**config.mk**
```make
export PLATFORM = sky130hd
export DESIGN_NAME = aocc_regs
export DESIGN_NICKNAME = d
export VERILOG_FILES = /design/src/aocc_pkg.sv /design/src/aocc_clk_mon.sv /design/src/aocc_delay.sv /design/src/aocc_regs.sv
export SDC_FILE = /design/constraint.sdc
export NUM_CORES = 1
export LEC_CHECK = 0
export BUFFER_PORTS_ARGS = -buffer_cell sky130_fd_sc_hd__buf_2
export CAP_MARGIN = 0
export CORE_MARGIN = 4
export CORE_UTILIZATION = 58
export CTS_CLUSTER_SIZE = 24
export DETAILED_ROUTE_END_ITERATION = 10
export PLACE_DENSITY = 0.79
export SLEW_MARGIN = 20
export SYNTH_ARGS = -nofsm -noshare
export SYNTH_HDL_FRONTEND = slang
export SYNTH_HIERARCHICAL = 1
export SYNTH_SLANG_ARGS = --single-unit
```
**constraint.sdc**
```tcl
create_clock -name clk_sys -period 2.05 [get_ports clk_sys]
set_input_delay 0.1025 -clock clk_sys [delete_from_list [all_inputs] [get_ports clk_sys]]
set_output_delay 0.1025 -clock clk_sys [all_outputs]
set_load 0.02 [all_outputs]
```
**src/aocc_pkg.sv**
```systemverilog
/*
  Constants, carrier types and helper functions for the auxiliary output,
  system configuration and clock source control register bank.
  Assumes a single 40 MHz system clock and a serial front end outside this
  block that turns host transfers into one-cycle register read/write strobes.
*/
package aocc_pkg;

  // ==========================================================================
  // Register map
  localparam logic [7:0] AOCC_ADDR_AUX_CTRL = 8'h12;  // aux_output_control
  localparam logic [7:0] AOCC_ADDR_SYS_CFG  = 8'h13;  // system_configuration
  localparam logic [7:0] AOCC_ADDR_CLK_CTRL = 8'h14;  // clock_source_control

  // Reset values
  localparam logic [7:0] AOCC_RST_AUX_CTRL  = 8'h44;  // Both drive types open-drain
  localparam logic [7:0] AOCC_RST_SYS_CFG   = 8'h1F;  // Clock pin, pulldowns, 137 C, spread on
  localparam logic [7:0] AOCC_RST_CLK_CTRL  = 8'h01;  // PLL off, 2 MHz code

  // Writable bits; reserved bits 7 and 3 of the aux register read zero
  localparam logic [7:0] AOCC_WMASK_AUX     = 8'h77;
  localparam logic [7:0] AOCC_WMASK_FULL    = 8'hFF;
  localparam logic [7:0] AOCC_RDATA_NONE    = 8'h00;  // Unmapped address answer

  // ==========================================================================
  // Timing
  localparam int AOCC_CLK_PERIOD_NS   = 25;
  localparam int AOCC_STEP_TIME_NS    = 500000;       // 0.5 ms delay step
  localparam int AOCC_STEP_CYCLES     = (AOCC_STEP_TIME_NS + AOCC_CLK_PERIOD_NS - 1) / AOCC_CLK_PERIOD_NS;
  localparam int AOCC_ABSENT_TIME_NS  = 2000;         // No clock edge for 2 us means absent
  localparam int AOCC_ABSENT_CYCLES   = AOCC_ABSENT_TIME_NS / AOCC_CLK_PERIOD_NS;

  // ==========================================================================
  // Field layouts
  typedef struct packed {
    logic rsv_hi;                  // Reads zero
    logic b_drive_type;            // 0 push-pull, 1 open-drain
    logic b_pin_gating;            // Enable pin joins control
    logic b_level;                 // Second output level
    logic rsv_lo;                  // Reads zero
    logic a_drive_type;
    logic a_pin_gating;
    logic a_level;
  } aocc_aux_ctrl_t;

  typedef struct packed {
    logic rsv;                     // Stored, no effect
    logic startup_range;           // 0 half-ms steps, 1 ms steps
    logic shutdown_range;
    logic shared_pin_function;     // 0 output, 1 clock input
    logic clock_pin_pulldown;
    logic enable_pin_pulldown;
    logic thermal_warn_threshold;  // 0 125 C, 1 137 C
    logic spread_spectrum_on;
  } aocc_sys_cfg_t;

  typedef struct packed {
    logic       rsv_hi;
    logic       pll_enable;
    logic       rsv_b5;            // Host keeps it zero
    logic [4:0] external_clock_freq_code;
  } aocc_clk_ctrl_t;

  // Register access strobe group from the serial front end
  typedef struct packed {
    logic       wr;                // One-cycle write strobe
    logic       rd;                // One-cycle read strobe
    logic [7:0] addr;
    logic [7:0] wdata;
  } aocc_reg_req_t;

  // Delay sequencer states
  typedef enum logic [1:0] {
    AOCC_DLY_LOW  = 2'b00,
    AOCC_DLY_RISE = 2'b01,
    AOCC_DLY_HIGH = 2'b10,
    AOCC_DLY_FALL = 2'b11
  } aocc_dly_state_t;

  // ==========================================================================
  // Helpers
  function automatic logic [7:0] aocc_masked_write(input logic [7:0] cur, input logic [7:0] wd,
                                                    input logic [7:0] mask);
    return (cur & ~mask) | (wd & mask);
  endfunction

  // Delay code in half-ms ticks; wide range doubles each step
  function automatic logic [4:0] aocc_step_ticks(input logic [3:0] code, input logic wide);
    return wide ? {code, 1'b0} : {1'b0, code};
  endfunction

  // Frequency code to MHz
  function automatic logic [5:0] aocc_freq_mhz(input logic [4:0] code);
    return {1'b0, code} + 6'h01;
  endfunction

  // Pin value and type to {out, oe_n}; open-drain releases for high
  function automatic logic [1:0] aocc_pin_drive(input logic value, input logic open_drain);
    return open_drain ? {1'b0, value} : {value, 1'b0};
  endfunction

endpackage

```
**src/aocc_clk_mon.sv**
```systemverilog
/*
  External clock presence monitor on the shared pin.
  Assumes the pin is asynchronous; it is synchronised here before use.
  Pulses appear_evt / vanish_evt for one cycle on each presence change.
*/
`timescale 1ns/10ps
module aocc_clk_mon
  import aocc_pkg::*;
(
  input  logic clk_sys,
  input  logic reset,
  input  logic clock_pin_in,
  input  logic monitor_on,
  output logic present,
  output logic appear_evt,
  output logic vanish_evt
);

  logic       s1_reg, s2_reg, s3_reg;  // Synchroniser and edge history
  logic [7:0] cnt_reg, cnt_next;       // Cycles since last edge
  logic       pres_reg, pres_next;
  logic       app_reg, van_reg;
  logic       pin_edge;

  // Limitation: clocks above half of clk_sys alias and may be missed
  assign pin_edge   = s2_reg ^ s3_reg;
  assign present    = pres_reg;
  assign appear_evt = app_reg;
  assign vanish_evt = van_reg;

  // ==========================================================================
  // Presence timer
  always_comb begin
    cnt_next  = cnt_reg;
    pres_next = pres_reg;
    if (!monitor_on) begin
      cnt_next  = 8'h00;
      pres_next = 1'b0;
    end else if (pin_edge) begin
      cnt_next  = 8'h00;
      pres_next = 1'b1;
    end else if (cnt_reg == 8'(AOCC_ABSENT_CYCLES - 1)) begin
      pres_next = 1'b0;
    end else begin
      cnt_next = cnt_reg + 8'h01;
    end
  end

  // Registers
  always_ff @(posedge clk_sys) begin
    if (reset) begin
      s1_reg   <= 1'b0;
      s2_reg   <= 1'b0;
      s3_reg   <= 1'b0;
      cnt_reg  <= 8'h00;
      pres_reg <= 1'b0;
      app_reg  <= 1'b0;
      van_reg  <= 1'b0;
    end else begin
      s1_reg   <= clock_pin_in;
      s2_reg   <= s1_reg;
      s3_reg   <= s2_reg;
      cnt_reg  <= cnt_next;
      pres_reg <= pres_next;
      app_reg  <= pres_next & ~pres_reg;
      van_reg  <= ~pres_next & pres_reg;
    end
  end

endmodule

```
**src/aocc_delay.sv**
```systemverilog
/*
  Delay sequencer for one auxiliary output: follows the synchronised
  enable pin level after a programmed startup or shutdown delay.
  Assumes en_level is already synchronised to clk_sys.
*/
`timescale 1ns/10ps
module aocc_delay
  import aocc_pkg::*;
#(
  parameter int STEP_CYCLES = AOCC_STEP_CYCLES
) (
  input  logic       clk_sys,
  input  logic       reset,
  input  logic       en_level,
  input  logic [3:0] start_code,
  input  logic [3:0] stop_code,
  input  logic       start_range,
  input  logic       stop_range,
  output logic       delayed_level
);

  localparam int PW = $clog2(STEP_CYCLES + 1);

  aocc_dly_state_t state_reg, state_next;  // Sequencer state
  logic [PW-1:0]   pre_reg,   pre_next;    // Half-ms prescaler
  logic [4:0]      tick_reg,  tick_next;   // Remaining steps
  logic [4:0]      start_ticks;
  logic [4:0]      stop_ticks;
  logic            step_done;

  assign start_ticks   = aocc_step_ticks(start_code, start_range);
  assign stop_ticks    = aocc_step_ticks(stop_code, stop_range);
  assign step_done     = (pre_reg == PW'(STEP_CYCLES - 1));
  assign delayed_level = (state_reg == AOCC_DLY_HIGH) || (state_reg == AOCC_DLY_FALL);

  // ==========================================================================
  // Next state
  // Prescaler restarts on every load, so a delay is exact to one cycle
  always_comb begin
    state_next = state_reg;
    pre_next   = pre_reg;
    tick_next  = tick_reg;
    case (state_reg)
      AOCC_DLY_LOW: begin
        if (en_level) begin
          pre_next   = '0;
          tick_next  = start_ticks;
          state_next = (start_ticks == 5'h00) ? AOCC_DLY_HIGH : AOCC_DLY_RISE;
        end
      end
      AOCC_DLY_RISE: begin
        if (!en_level) begin
          state_next = AOCC_DLY_LOW;  // Aborted startup, never rose
        end else if (step_done) begin
          pre_next  = '0;
          tick_next = tick_reg - 5'h01;
          if (tick_reg == 5'h01) begin
            state_next = AOCC_DLY_HIGH;
          end
        end else begin
          pre_next = pre_reg + PW'(1);
        end
      end
      AOCC_DLY_HIGH: begin
        if (!en_level) begin
          pre_next   = '0;
          tick_next  = stop_ticks;
          state_next = (stop_ticks == 5'h00) ? AOCC_DLY_LOW : AOCC_DLY_FALL;
        end
      end
      AOCC_DLY_FALL: begin
        if (en_level) begin
          state_next = AOCC_DLY_HIGH;  // Aborted shutdown, stays high
        end else if (step_done) begin
          pre_next  = '0;
          tick_next = tick_reg - 5'h01;
          if (tick_reg == 5'h01) begin
            state_next = AOCC_DLY_LOW;
          end
        end else begin
          pre_next = pre_reg + PW'(1);
        end
      end
      default: state_next = AOCC_DLY_LOW;
    endcase
  end

  // Registers
  always_ff @(posedge clk_sys) begin
    if (reset) begin
      state_reg <= AOCC_DLY_LOW;
      pre_reg   <= '0;
      tick_reg  <= 5'h00;
    end else begin
      state_reg <= state_next;
      pre_reg   <= pre_next;
      tick_reg  <= tick_next;
    end
  end
endmodule

```
**src/aocc_regs.sv**
```systemverilog
/*
  Auxiliary output, system configuration and clock source control registers
  with the output pin logic they steer.
  Assumes a serial front end delivering one-cycle read/write strobes on
  clk_sys, and the two auxiliary delay codes from the neighbouring registers.
*/
`timescale 1ns/10ps
module aocc_regs
  import aocc_pkg::*;
#(
  parameter int STEP_CYCLES = AOCC_STEP_CYCLES  // Half-ms step, shorten for simulation
) (
  input  logic          clk_sys,
  input  logic          reset,
  input  aocc_reg_req_t reg_req,                 // Register access strobes
  output logic [7:0]    reg_rdata,               // Read answer, one cycle after rd
  input  logic          enable_pin_in,           // Asynchronous enable pin
  input  logic          shared_pin_in,           // Shared pin level, clock input
  input  logic [7:0]    aux_a_delay_code,        // [7:4] shutdown, [3:0] startup
  input  logic [7:0]    aux_b_delay_code,
  output logic          aux_out_a,               // First output pin value
  output logic          aux_out_a_oe_n,          // Low while driving
  output logic          aux_out_b,               // Shared pin value
  output logic          aux_out_b_oe_n,
  output logic          clock_pin_pulldown,
  output logic          enable_pin_pulldown,
  output logic          thermal_warn_threshold,
  output logic          spread_spectrum_on,
  output logic          pll_enable,
  output logic          use_external_clock,
  output logic [5:0]    external_clock_freq_mhz,
  output logic          clock_event_irq          // One-cycle event pulse
);

  // ==========================================================================
  // Declarations
  // Register images hold the host view; pin and config flops hold the
  // values actually presented at the block boundary.
  // Each image is a packed struct so field names line up with the map.
  // Trade-off: one extra cycle of lag on every output, in exchange for
  // clean flop-driven pins with no glitch from decode logic.
  // Reserved bits of the aux register are never stored, so they read zero.
  // Reserved bits of the other two registers are stored but steer nothing.
  aocc_aux_ctrl_t aux_ctrl_reg, aux_ctrl_next;  // aux_output_control
  aocc_sys_cfg_t  sys_cfg_reg,  sys_cfg_next;   // system_configuration
  aocc_clk_ctrl_t clk_ctrl_reg, clk_ctrl_next;  // clock_source_control
  logic [7:0]     rdata_reg,    rdata_next;
  logic           en_s1_reg,    en_s2_reg;      // Enable pin synchroniser
  logic [1:0]     pin_a_reg,    pin_a_next;     // {out, oe_n}
  logic [1:0]     pin_b_reg,    pin_b_next;
  logic [5:0]     misc_reg,     misc_next;      // Pulldowns, thermal, spread, pll, ext
  logic [5:0]     freq_reg,     freq_next;
  logic           irq_reg,      irq_next;
  logic           dly_a;                        // Delayed enable for first output
  logic           dly_b;
  logic           clk_present;
  logic           clk_appear;
  logic           clk_vanish;
  logic           val_a;
  logic           val_b;

  // ==========================================================================
  // Enable pin delay sequencers
  // Both outputs watch the same synchronised enable level.
  // Each has its own startup and shutdown code from outside this block.
  // The range bits are shared, so a range change retimes both outputs.
  // Limitation: a range change in mid-delay only affects the next load.
  // Hazard avoided: the raw pin never reaches a sequencer unsynchronised.
  aocc_delay #(.STEP_CYCLES(STEP_CYCLES)) u_dly_a (
    .clk_sys       (clk_sys),
    .reset         (reset),
    .en_level      (en_s2_reg),
    .start_code    (aux_a_delay_code[3:0]),
    .stop_code     (aux_a_delay_code[7:4]),
    .start_range   (sys_cfg_reg.startup_range),
    .stop_range    (sys_cfg_reg.shutdown_range),
    .delayed_level (dly_a)
  );

  aocc_delay #(.STEP_CYCLES(STEP_CYCLES)) u_dly_b (
    .clk_sys       (clk_sys),
    .reset         (reset),
    .en_level      (en_s2_reg),
    .start_code    (aux_b_delay_code[3:0]),
    .stop_code     (aux_b_delay_code[7:4]),
    .start_range   (sys_cfg_reg.startup_range),
    .stop_range    (sys_cfg_reg.shutdown_range),
    .delayed_level (dly_b)
  );

  // External clock watch, only while PLL on and pin is the clock input
  aocc_clk_mon u_clk_mon (
    .clk_sys      (clk_sys),
    .reset        (reset),
    .clock_pin_in (shared_pin_in),
    .monitor_on   (clk_ctrl_reg.pll_enable & sys_cfg_reg.shared_pin_function),
    .present      (clk_present),
    .appear_evt   (clk_appear),
    .vanish_evt   (clk_vanish)
  );

  // ==========================================================================
  // Register writes and reads
  // A write lands at the strobe edge and is visible one cycle later.
  // A read in the same cycle as a write returns the old value.
  // The read answer is held until the next read strobe, so a slow
  // front end may take it at any later cycle.
  // Unmapped reads answer zero; unmapped writes are dropped.
  always_comb begin
    aux_ctrl_next = aux_ctrl_reg;
    sys_cfg_next  = sys_cfg_reg;
    clk_ctrl_next = clk_ctrl_reg;
    rdata_next    = rdata_reg;
    if (reg_req.wr) begin
      case (reg_req.addr)
        AOCC_ADDR_AUX_CTRL: aux_ctrl_next = aocc_masked_write(aux_ctrl_reg, reg_req.wdata, AOCC_WMASK_AUX);
        AOCC_ADDR_SYS_CFG:  sys_cfg_next  = aocc_masked_write(sys_cfg_reg, reg_req.wdata, AOCC_WMASK_FULL);
        // Bit 5 stored as written; the host is trusted to keep it zero
        AOCC_ADDR_CLK_CTRL: clk_ctrl_next = aocc_masked_write(clk_ctrl_reg, reg_req.wdata, AOCC_WMASK_FULL);
        default: ;  // Unmapped write ignored
      endcase
    end
    if (reg_req.rd) begin
      case (reg_req.addr)
        AOCC_ADDR_AUX_CTRL: rdata_next = aux_ctrl_reg;
        AOCC_ADDR_SYS_CFG:  rdata_next = sys_cfg_reg;
        AOCC_ADDR_CLK_CTRL: rdata_next = clk_ctrl_reg;
        default:            rdata_next = AOCC_RDATA_NONE;
      endcase
    end
  end

  // ==========================================================================
  // Output pin logic
  // Value first, then drive type turns it into {out, oe_n}.
  // Open-drain keeps out low and only releases oe_n for a high level,
  // so the external pull-up sets the high level.
  // Push-pull drives out directly with oe_n held low.
  // The shared pin is released whenever it serves as the clock input,
  // whatever the second output's level bit says.
  // Gating ANDs the level bit with the delayed enable state
  assign val_a = aux_ctrl_reg.a_level & (~aux_ctrl_reg.a_pin_gating | dly_a);
  assign val_b = aux_ctrl_reg.b_level & (~aux_ctrl_reg.b_pin_gating | dly_b);

  always_comb begin
    pin_a_next = aocc_pin_drive(val_a, aux_ctrl_reg.a_drive_type);
    if (sys_cfg_reg.shared_pin_function) begin
      pin_b_next = 2'h1;  // Clock input: released, not driven
    end else begin
      pin_b_next = aocc_pin_drive(val_b, aux_ctrl_reg.b_drive_type);
    end
  end

  // ==========================================================================
  // Configuration and clock source outputs
  // External clock use needs both the PLL bit and a present clock;
  // presence is already cleared by the monitor when the PLL is off.
  // The event pulse is gated by the PLL bit again so that a stale
  // monitor event can never escape after the PLL has been turned off.
  // Registered so every top output comes from a flop; one cycle lag accepted
  always_comb begin
    misc_next = {sys_cfg_reg.clock_pin_pulldown,
                 sys_cfg_reg.enable_pin_pulldown,
                 sys_cfg_reg.thermal_warn_threshold,
                 sys_cfg_reg.spread_spectrum_on,
                 clk_ctrl_reg.pll_enable,
                 clk_ctrl_reg.pll_enable & clk_present};
    freq_next = aocc_freq_mhz(clk_ctrl_reg.external_clock_freq_code);
    irq_next  = clk_ctrl_reg.pll_enable & (clk_appear | clk_vanish);
  end

  // ==========================================================================
  // Registers
  // Synchronous reset loads the documented register values.
  // Pins come out of reset released, so nothing is driven until the
  // first cycle after release, when the register images take effect.
  // The enable synchroniser clears to the pulled-down idle level, which
  // keeps a false rising edge from starting a delay after reset.
  always_ff @(posedge clk_sys) begin
    if (reset) begin
      aux_ctrl_reg <= AOCC_RST_AUX_CTRL;
      sys_cfg_reg  <= AOCC_RST_SYS_CFG;
      clk_ctrl_reg <= AOCC_RST_CLK_CTRL;
      rdata_reg    <= AOCC_RDATA_NONE;
      en_s1_reg    <= 1'b0;
      en_s2_reg    <= 1'b0;
      pin_a_reg    <= 2'h1;
      pin_b_reg    <= 2'h1;
      misc_reg     <= 6'h00;
      freq_reg     <= 6'h00;
      irq_reg      <= 1'b0;
    end else begin
      aux_ctrl_reg <= aux_ctrl_next;
      sys_cfg_reg  <= sys_cfg_next;
      clk_ctrl_reg <= clk_ctrl_next;
      rdata_reg    <= rdata_next;
      en_s1_reg    <= enable_pin_in;
      en_s2_reg    <= en_s1_reg;
      pin_a_reg    <= pin_a_next;
      pin_b_reg    <= pin_b_next;
      misc_reg     <= misc_next;
      freq_reg     <= freq_next;
      irq_reg      <= irq_next;
    end
  end

  assign reg_rdata               = rdata_reg;
  assign aux_out_a               = pin_a_reg[1];
  assign aux_out_a_oe_n          = pin_a_reg[0];
  assign aux_out_b               = pin_b_reg[1];
  assign aux_out_b_oe_n          = pin_b_reg[0];
  assign clock_pin_pulldown      = misc_reg[5];
  assign enable_pin_pulldown     = misc_reg[4];
  assign thermal_warn_threshold  = misc_reg[3];
  assign spread_spectrum_on      = misc_reg[2];
  assign pll_enable              = misc_reg[1];
  assign use_external_clock      = misc_reg[0];
  assign external_clock_freq_mhz = freq_reg;
  assign clock_event_irq         = irq_reg;

  logic chk_a_lvl, chk_a_gate, chk_a_od, chk_pll, chk_b_fn;
  logic [4:0] chk_code;
  assign chk_a_lvl  = aux_ctrl_reg.a_level;
  assign chk_a_gate = aux_ctrl_reg.a_pin_gating;
  assign chk_a_od   = aux_ctrl_reg.a_drive_type;
  assign chk_pll    = clk_ctrl_reg.pll_enable;
  assign chk_b_fn   = sys_cfg_reg.shared_pin_function;
  assign chk_code   = clk_ctrl_reg.external_clock_freq_code;
endmodule

```
# Word level (Yosys, flattened, before mapping)
# Index checks and enable logic that the tools add are counted.
[totals] in_bits=38 out_inout_bits=25 register_bits=109 wordCells=169
[op_classes] n_reduce_logical=19 n_eq_ne=30 bitwise_logic=17 addsub=6 muxes=54
[ops] operator="15-bit 2-to-1 mux" count=8
[ops] operator="15-bit one-hot mux with 4 select lines" count=2
[ops] operator="5-bit 2-to-1 mux" count=14
[ops] operator="2-bit 2-to-1 mux" count=20
[ops] operator="5-bit one-hot mux with 4 select lines" count=2
[ops] operator="15-bit by 1-bit adder with 15-bit output (second input constant)" count=2
[ops] operator="15-bit == test (second input constant)" count=2
[ops] operator="8-bit by 5-bit == test with 1-bit output (second input constant)" count=3
[ops] operator="8-bit one-hot mux with 3 select lines" count=1
[ops] operator="5-bit logical NOT" count=4
[ops] operator="3-bit by 2-bit != test with 1-bit output (second input constant)" count=6
[ops] operator="2-bit != test (second input constant)" count=8
[ops] operator="2-bit one-hot mux with 4 select lines" count=2
[ops] operator="6-bit AND reduction" count=2
[ops] operator="5-bit by 1-bit == test with 1-bit output (second input constant)" count=2
[ops] operator="5-bit by 1-bit subtractor with 5-bit output (second input constant)" count=2
[ops] operator="8-bit by 1-bit adder with 8-bit output (second input constant)" count=1
[ops] operator="2-bit == test (second input constant)" count=4
[ops] operator="8-bit by 7-bit == test with 1-bit output (second input constant)" count=1
[ops] operator="8-bit by 7-bit OR with 8-bit output" count=1
[ops] operator="4-bit AND reduction" count=2
[ops] operator="1-bit bitwise AND" count=7
[ops] operator="5-bit by 1-bit adder with 6-bit output (second input constant)" count=1
[ops] operator="3-bit != test (second input constant)" count=2
[ops] operator="10 further kinds" count=27

# Longest topological paths before layout
[logic_depth] ltp_word=6 mapped_depth=6 ltp_nobuf=6

# Cells and area by module
# The synthesis kept the hierarchy.
[modules_own_cells] mod="aocc_delay" instances=2 area_each_um2=1392.6 cells_per_inst=167
[modules_own_cells] mod="aocc_regs" instances=1 area_each_um2=1923.1 cells_per_inst=193
[modules_own_cells] mod="aocc_clk_mon" instances=1 area_each_um2=583.1 cells_per_inst=60

# Worst setup path after synthesis
# OpenSTA, ideal clock, no wires.
[synth_path] path_kind="flip-flop to flip-flop" from="register u_dly_a.pre_reg[6]" to="register u_dly_a.pre_reg[10]" path_buffers=1 required_ps=1935 t_arrival_ps=1728 path_slack_ps=208 stages_incl_launch_ff=6 cell_sequence="dfxtp_1 -> or4b_4 -> o41ai_4 -> a21o_2 -> buf_6 -> nor2_1"
[synth_between] elab_chain_len=4
[synth_lines] item="start, declared" line_no="aocc_delay.sv:25" rtl="logic [PW-1:0] pre_reg, pre_next;"
[synth_lines] item="start signal, assigned" line_no="aocc_delay.sv:96" rtl="pre_reg <= pre_next;"
[synth_lines] item="15-bit by 1-bit adder with 15-bit output or 15-bit == test (tied branches)" line_no="aocc_delay.sv:61, aocc_delay.sv:81, aocc_delay.sv:33"
[synth_lines] item="15-bit 2-to-1 mux *" line_no="aocc_delay.sv:54, aocc_delay.sv:74"
[synth_lines] item="15-bit 2-to-1 mux (on tied branches)" line_no="aocc_delay.sv:72, aocc_delay.sv:52"
[synth_lines] item="15-bit one-hot mux with 4 select lines *" line_no="aocc_delay.sv:43" rtl="case (state_reg)"
# Mark *: on every way between the ends. The rest lies on a longest branch, timed or not. The select of a mux whose other input is x is not followed.
# A chain may end at the register's enable or synchronous reset.

# Worst setup path after layout
[layout_path] from="register u_dly_b.pre_reg[0]" to="register u_dly_b.state_reg[1]"
[layout_between] elab_chain_len=3
[layout_lines] item="start, declared" line_no="aocc_delay.sv:25"
[layout_lines] item="start signal, assigned" line_no="aocc_delay.sv:96"
[layout_lines] item="15-bit == test *" line_no="aocc_delay.sv:33" rtl="assign step_done = (pre_reg == PW'(STEP_CYCLES - 1));"
[layout_lines] item="3-bit by 2-bit != test with 1-bit output (no line)"
[layout_lines] item="6-bit AND reduction (no line) *"
[layout_lines] item="end signal, assigned" line_no="aocc_delay.sv:95" rtl="state_reg <= state_next;"
[layout_lines] item="end, declared" line_no="aocc_delay.sv:24" rtl="aocc_dly_state_t state_reg, state_next;"
# Mark *: on every way between the ends. The rest lies on a longest branch, timed or not.

==> results.toml <==
[drt]
antenna_left = 0
firstDrtPassIters = 5
drc = 0
drtIter0Drc = 218
wl_per_cell_um = 16.0
viasPerCell = 6.08
via_count = 4655
wl_mm = 12.2

[clocking]
cts_tree = "done"
cts_buffer_depth = 2
htreeDepth = 3
clk_pin_slew_worst_paths_ps = 100
post_cts_buffers = 0
cts-root-buf = "clkbuf_8"
clk-insertion-delay-late_ps = 370
numCtsBuffers = 9
clock-sinks = 107

[timing]
worst_pin_slew_ps = 612
finalSetupTns_ps = 0
finalSetupViolCount = 0
skew_ps = 18.0
finalMaxSlewViolations = 0
final.period_utilization_pct = 97.8
slew_headroom_pct = 59.2
final-hold-violation-count = 0
fmax_ghz = 0.499
period_needed_ps = 2010

[cells_and_area]
syn_to_final_growth_pct = 12.7
nFillCells = 685
fin_nets = 698
final_common_cell = "dfxtp_1"
layout-drive-gt1-share_pct = 19.6
num_antenna_cells = 0
layout_common_cells = "dfxtp_1, buf_2, nor2_1"

[floorplanning]
die_area_um2 = 10700
fp-row-count = 34
die_height_um = 104
die_x_um = 104
initial_core_util_pct = 60.1
core_area_um2 = 8810
ios = 63

[setup_path]
arrival_ps = 2290
critPathMaxFanout = 5
critPathSlowestCell = "or4_4"
crit_chain = "ha_1 > nand4bb_1 > or4_4 > a31o_1 > a211oi_2"
end_kind = "flip-flop"
critical_path_class = "flip-flop to flip-flop"
cpPeakStageDelay_ps = 640
worstPathRequired_ps = 2330
cp-start-kind = "flip-flop"

[yosys]
ys_warn_count = 6
synth_top_family_by_area = "simple AND/OR/NAND/NOR gates"
synth_ff_type = "dfxtp_1"
netlist_instances = 587
async_flop_share_pct = 0
synth_fa_ha_area_share_pct = 1.89
syn_nets = 633
syn_area_per_cell_um2 = 9.01
synth_cell_types = 67
synthMuxAreaShare_pct = 7.38
synth_edf_count = 0
synth-simple-area-share_pct = 24.9
synth_xor_area_share_pct = 4.47
synth-seq-cells = 107
synth_compound_area_share_pct = 16.1
syn_area_um2 = 5290
ys_seq_area_share_pct = 40.5

[global_routing]
grt_pass1_vias = 4484
grt_use_total_pct = 22.8
gr-total-overflow = 0
grt_pass1_wl_mm = 20.8
grt_max_degree = 42
antenna_found_initial = 0

[power]
powerDensity_nw_per_um2 = 603
power_mw = 3.60
p_leak_nw = 2.15
ir_drop_uv = 683

[placement]
dp_hpwl_mm = 8.92
port_buffers = 62
gp_congestion = 0.861

[job]
maxCapViolCount = 0

[hold_path]
hp-class = "input pin to flip-flop"

[run_status]
status = "completed"
## what timing repair did
item                       in CTS  in global routing
resized for setup               0                  2
hold buffers                    6                  1
setup endpoints to repair       0                  4
hold endpoints to repair        9                  1
## critical path: cells and delay by family, from the launching register on
family | cells | cell delay, ps
flip-flops | 1 | 400
adder cells (fa/ha/maj) | 1 | 240
AND/OR/NAND/NOR | 2 | 900
AO/OA/AOI/OAI | 2 | 390
## cell usage after synthesis (all sizes together), types with 3 or more instances
library cell	n	area share (%)
dfxtp	107	40
nor2	51	3.7
nand2	48	3.4
a21oi	36	3.4
mux2i	30	5.7
nand3	25	2.5
inv	21	1.5
buf	17	2.1
o21ai	17	1.6
clkbuf	15	1.1
nor3	14	1.3
xor2	14	2.3
xnor2	13	2.2
o211ai	12	1.7
or4	12	1.8
nor2b	11	1.3
nand4	9	1.2
ha	8	1.9
mux2	8	1.7
nand2b	7	0.83
nor4	7	0.83
or3	7	0.83
a22oi	6	0.85
and2	6	0.71
o31ai	6	0.85
a31o	5	0.83
and3	5	0.66
and4	5	0.88
nand3b	5	0.71
nor3b	5	0.80
a21o	4	0.61
a311oi	4	0.66
o22ai	4	0.47
o32ai	4	0.66
a31oi	3	0.35
and4b	3	0.57
nor4b	3	0.78
o2111ai	3	0.50
or4b	3	0.78
## logic make-up (layout without fill, tap and decap cells)
| group | Yosys count | in the layout |
|---|---|---|
| compound gates | 120 | 120 |
| xor+xnor | 27 | 27 |
| fa+ha+maj | 8 | 8 |
| buf+inv | 55 | 125 |
| flops | 107 | 107 |
| mux | 38 | 38 |
| simple gates | 232 | 232 |
## metrics by stage
step / hold WS, ps / setup WS (ps) / cell area (um^2) / instances / utilization, %
after floorplan: 174 / 208 / 5290 / 587 / -
after global placement: 317 / 186 / 5710 / 742 / 64.8
after detailed placement: 322 / 76.7 / 5710 / 742 / 64.8
after CTS: 2.81 / 51.8 / 5950 / 764 / 67.5
after global routing: 7.46 / -39.3 / 5960 / 765 / 67.7
final: 25.1 / 44.6 / 5960 / 765 / 67.7
## report_power, final
group          internal, mW  total (mW)  switching, mW
registers              2.10        2.12         0.0173
clock network         0.460        1.19          0.732
logic                 0.123       0.288          0.164
## path summary, 6_finish.rpt
path              cells after the start                from  slack [ps]                   end
setup / recovery                      5  u_dly_b/pre_reg[0]          40  u_dly_b/state_reg[1]
hold / removal                        3          reg_req[1]          30          misc_next[3]
setup reg to reg                      5  u_dly_b/pre_reg[0]          40  u_dly_b/state_reg[1]
hold reg to reg                       1           en_s1_reg         450             en_s2_reg
## routing by layer
metal | share of wire (%) | vias to the layer above | track usage, %
met5 | 0 | - | 0
met4 | 1.2 | 0 | 5.70
met3 | 5.8 | 16 | 5.41
met2 | 51 | 150 | 40.1
met1 | 42 | 2216 | 28.3
li1 | - | 2273 | -
## final cells by class
class	count	area, um^2	area share, %
multi-input cells	425	2900	48.7
flip-flops and latches	107	2140	35.9
repair buffers	86	520	8.73
well taps	108	135	2.27
clock buffers	10	128	2.14
inverters	23	86.3	1.45
clock inverters	6	50.0	0.839
(Power assumes the default switching activity.)
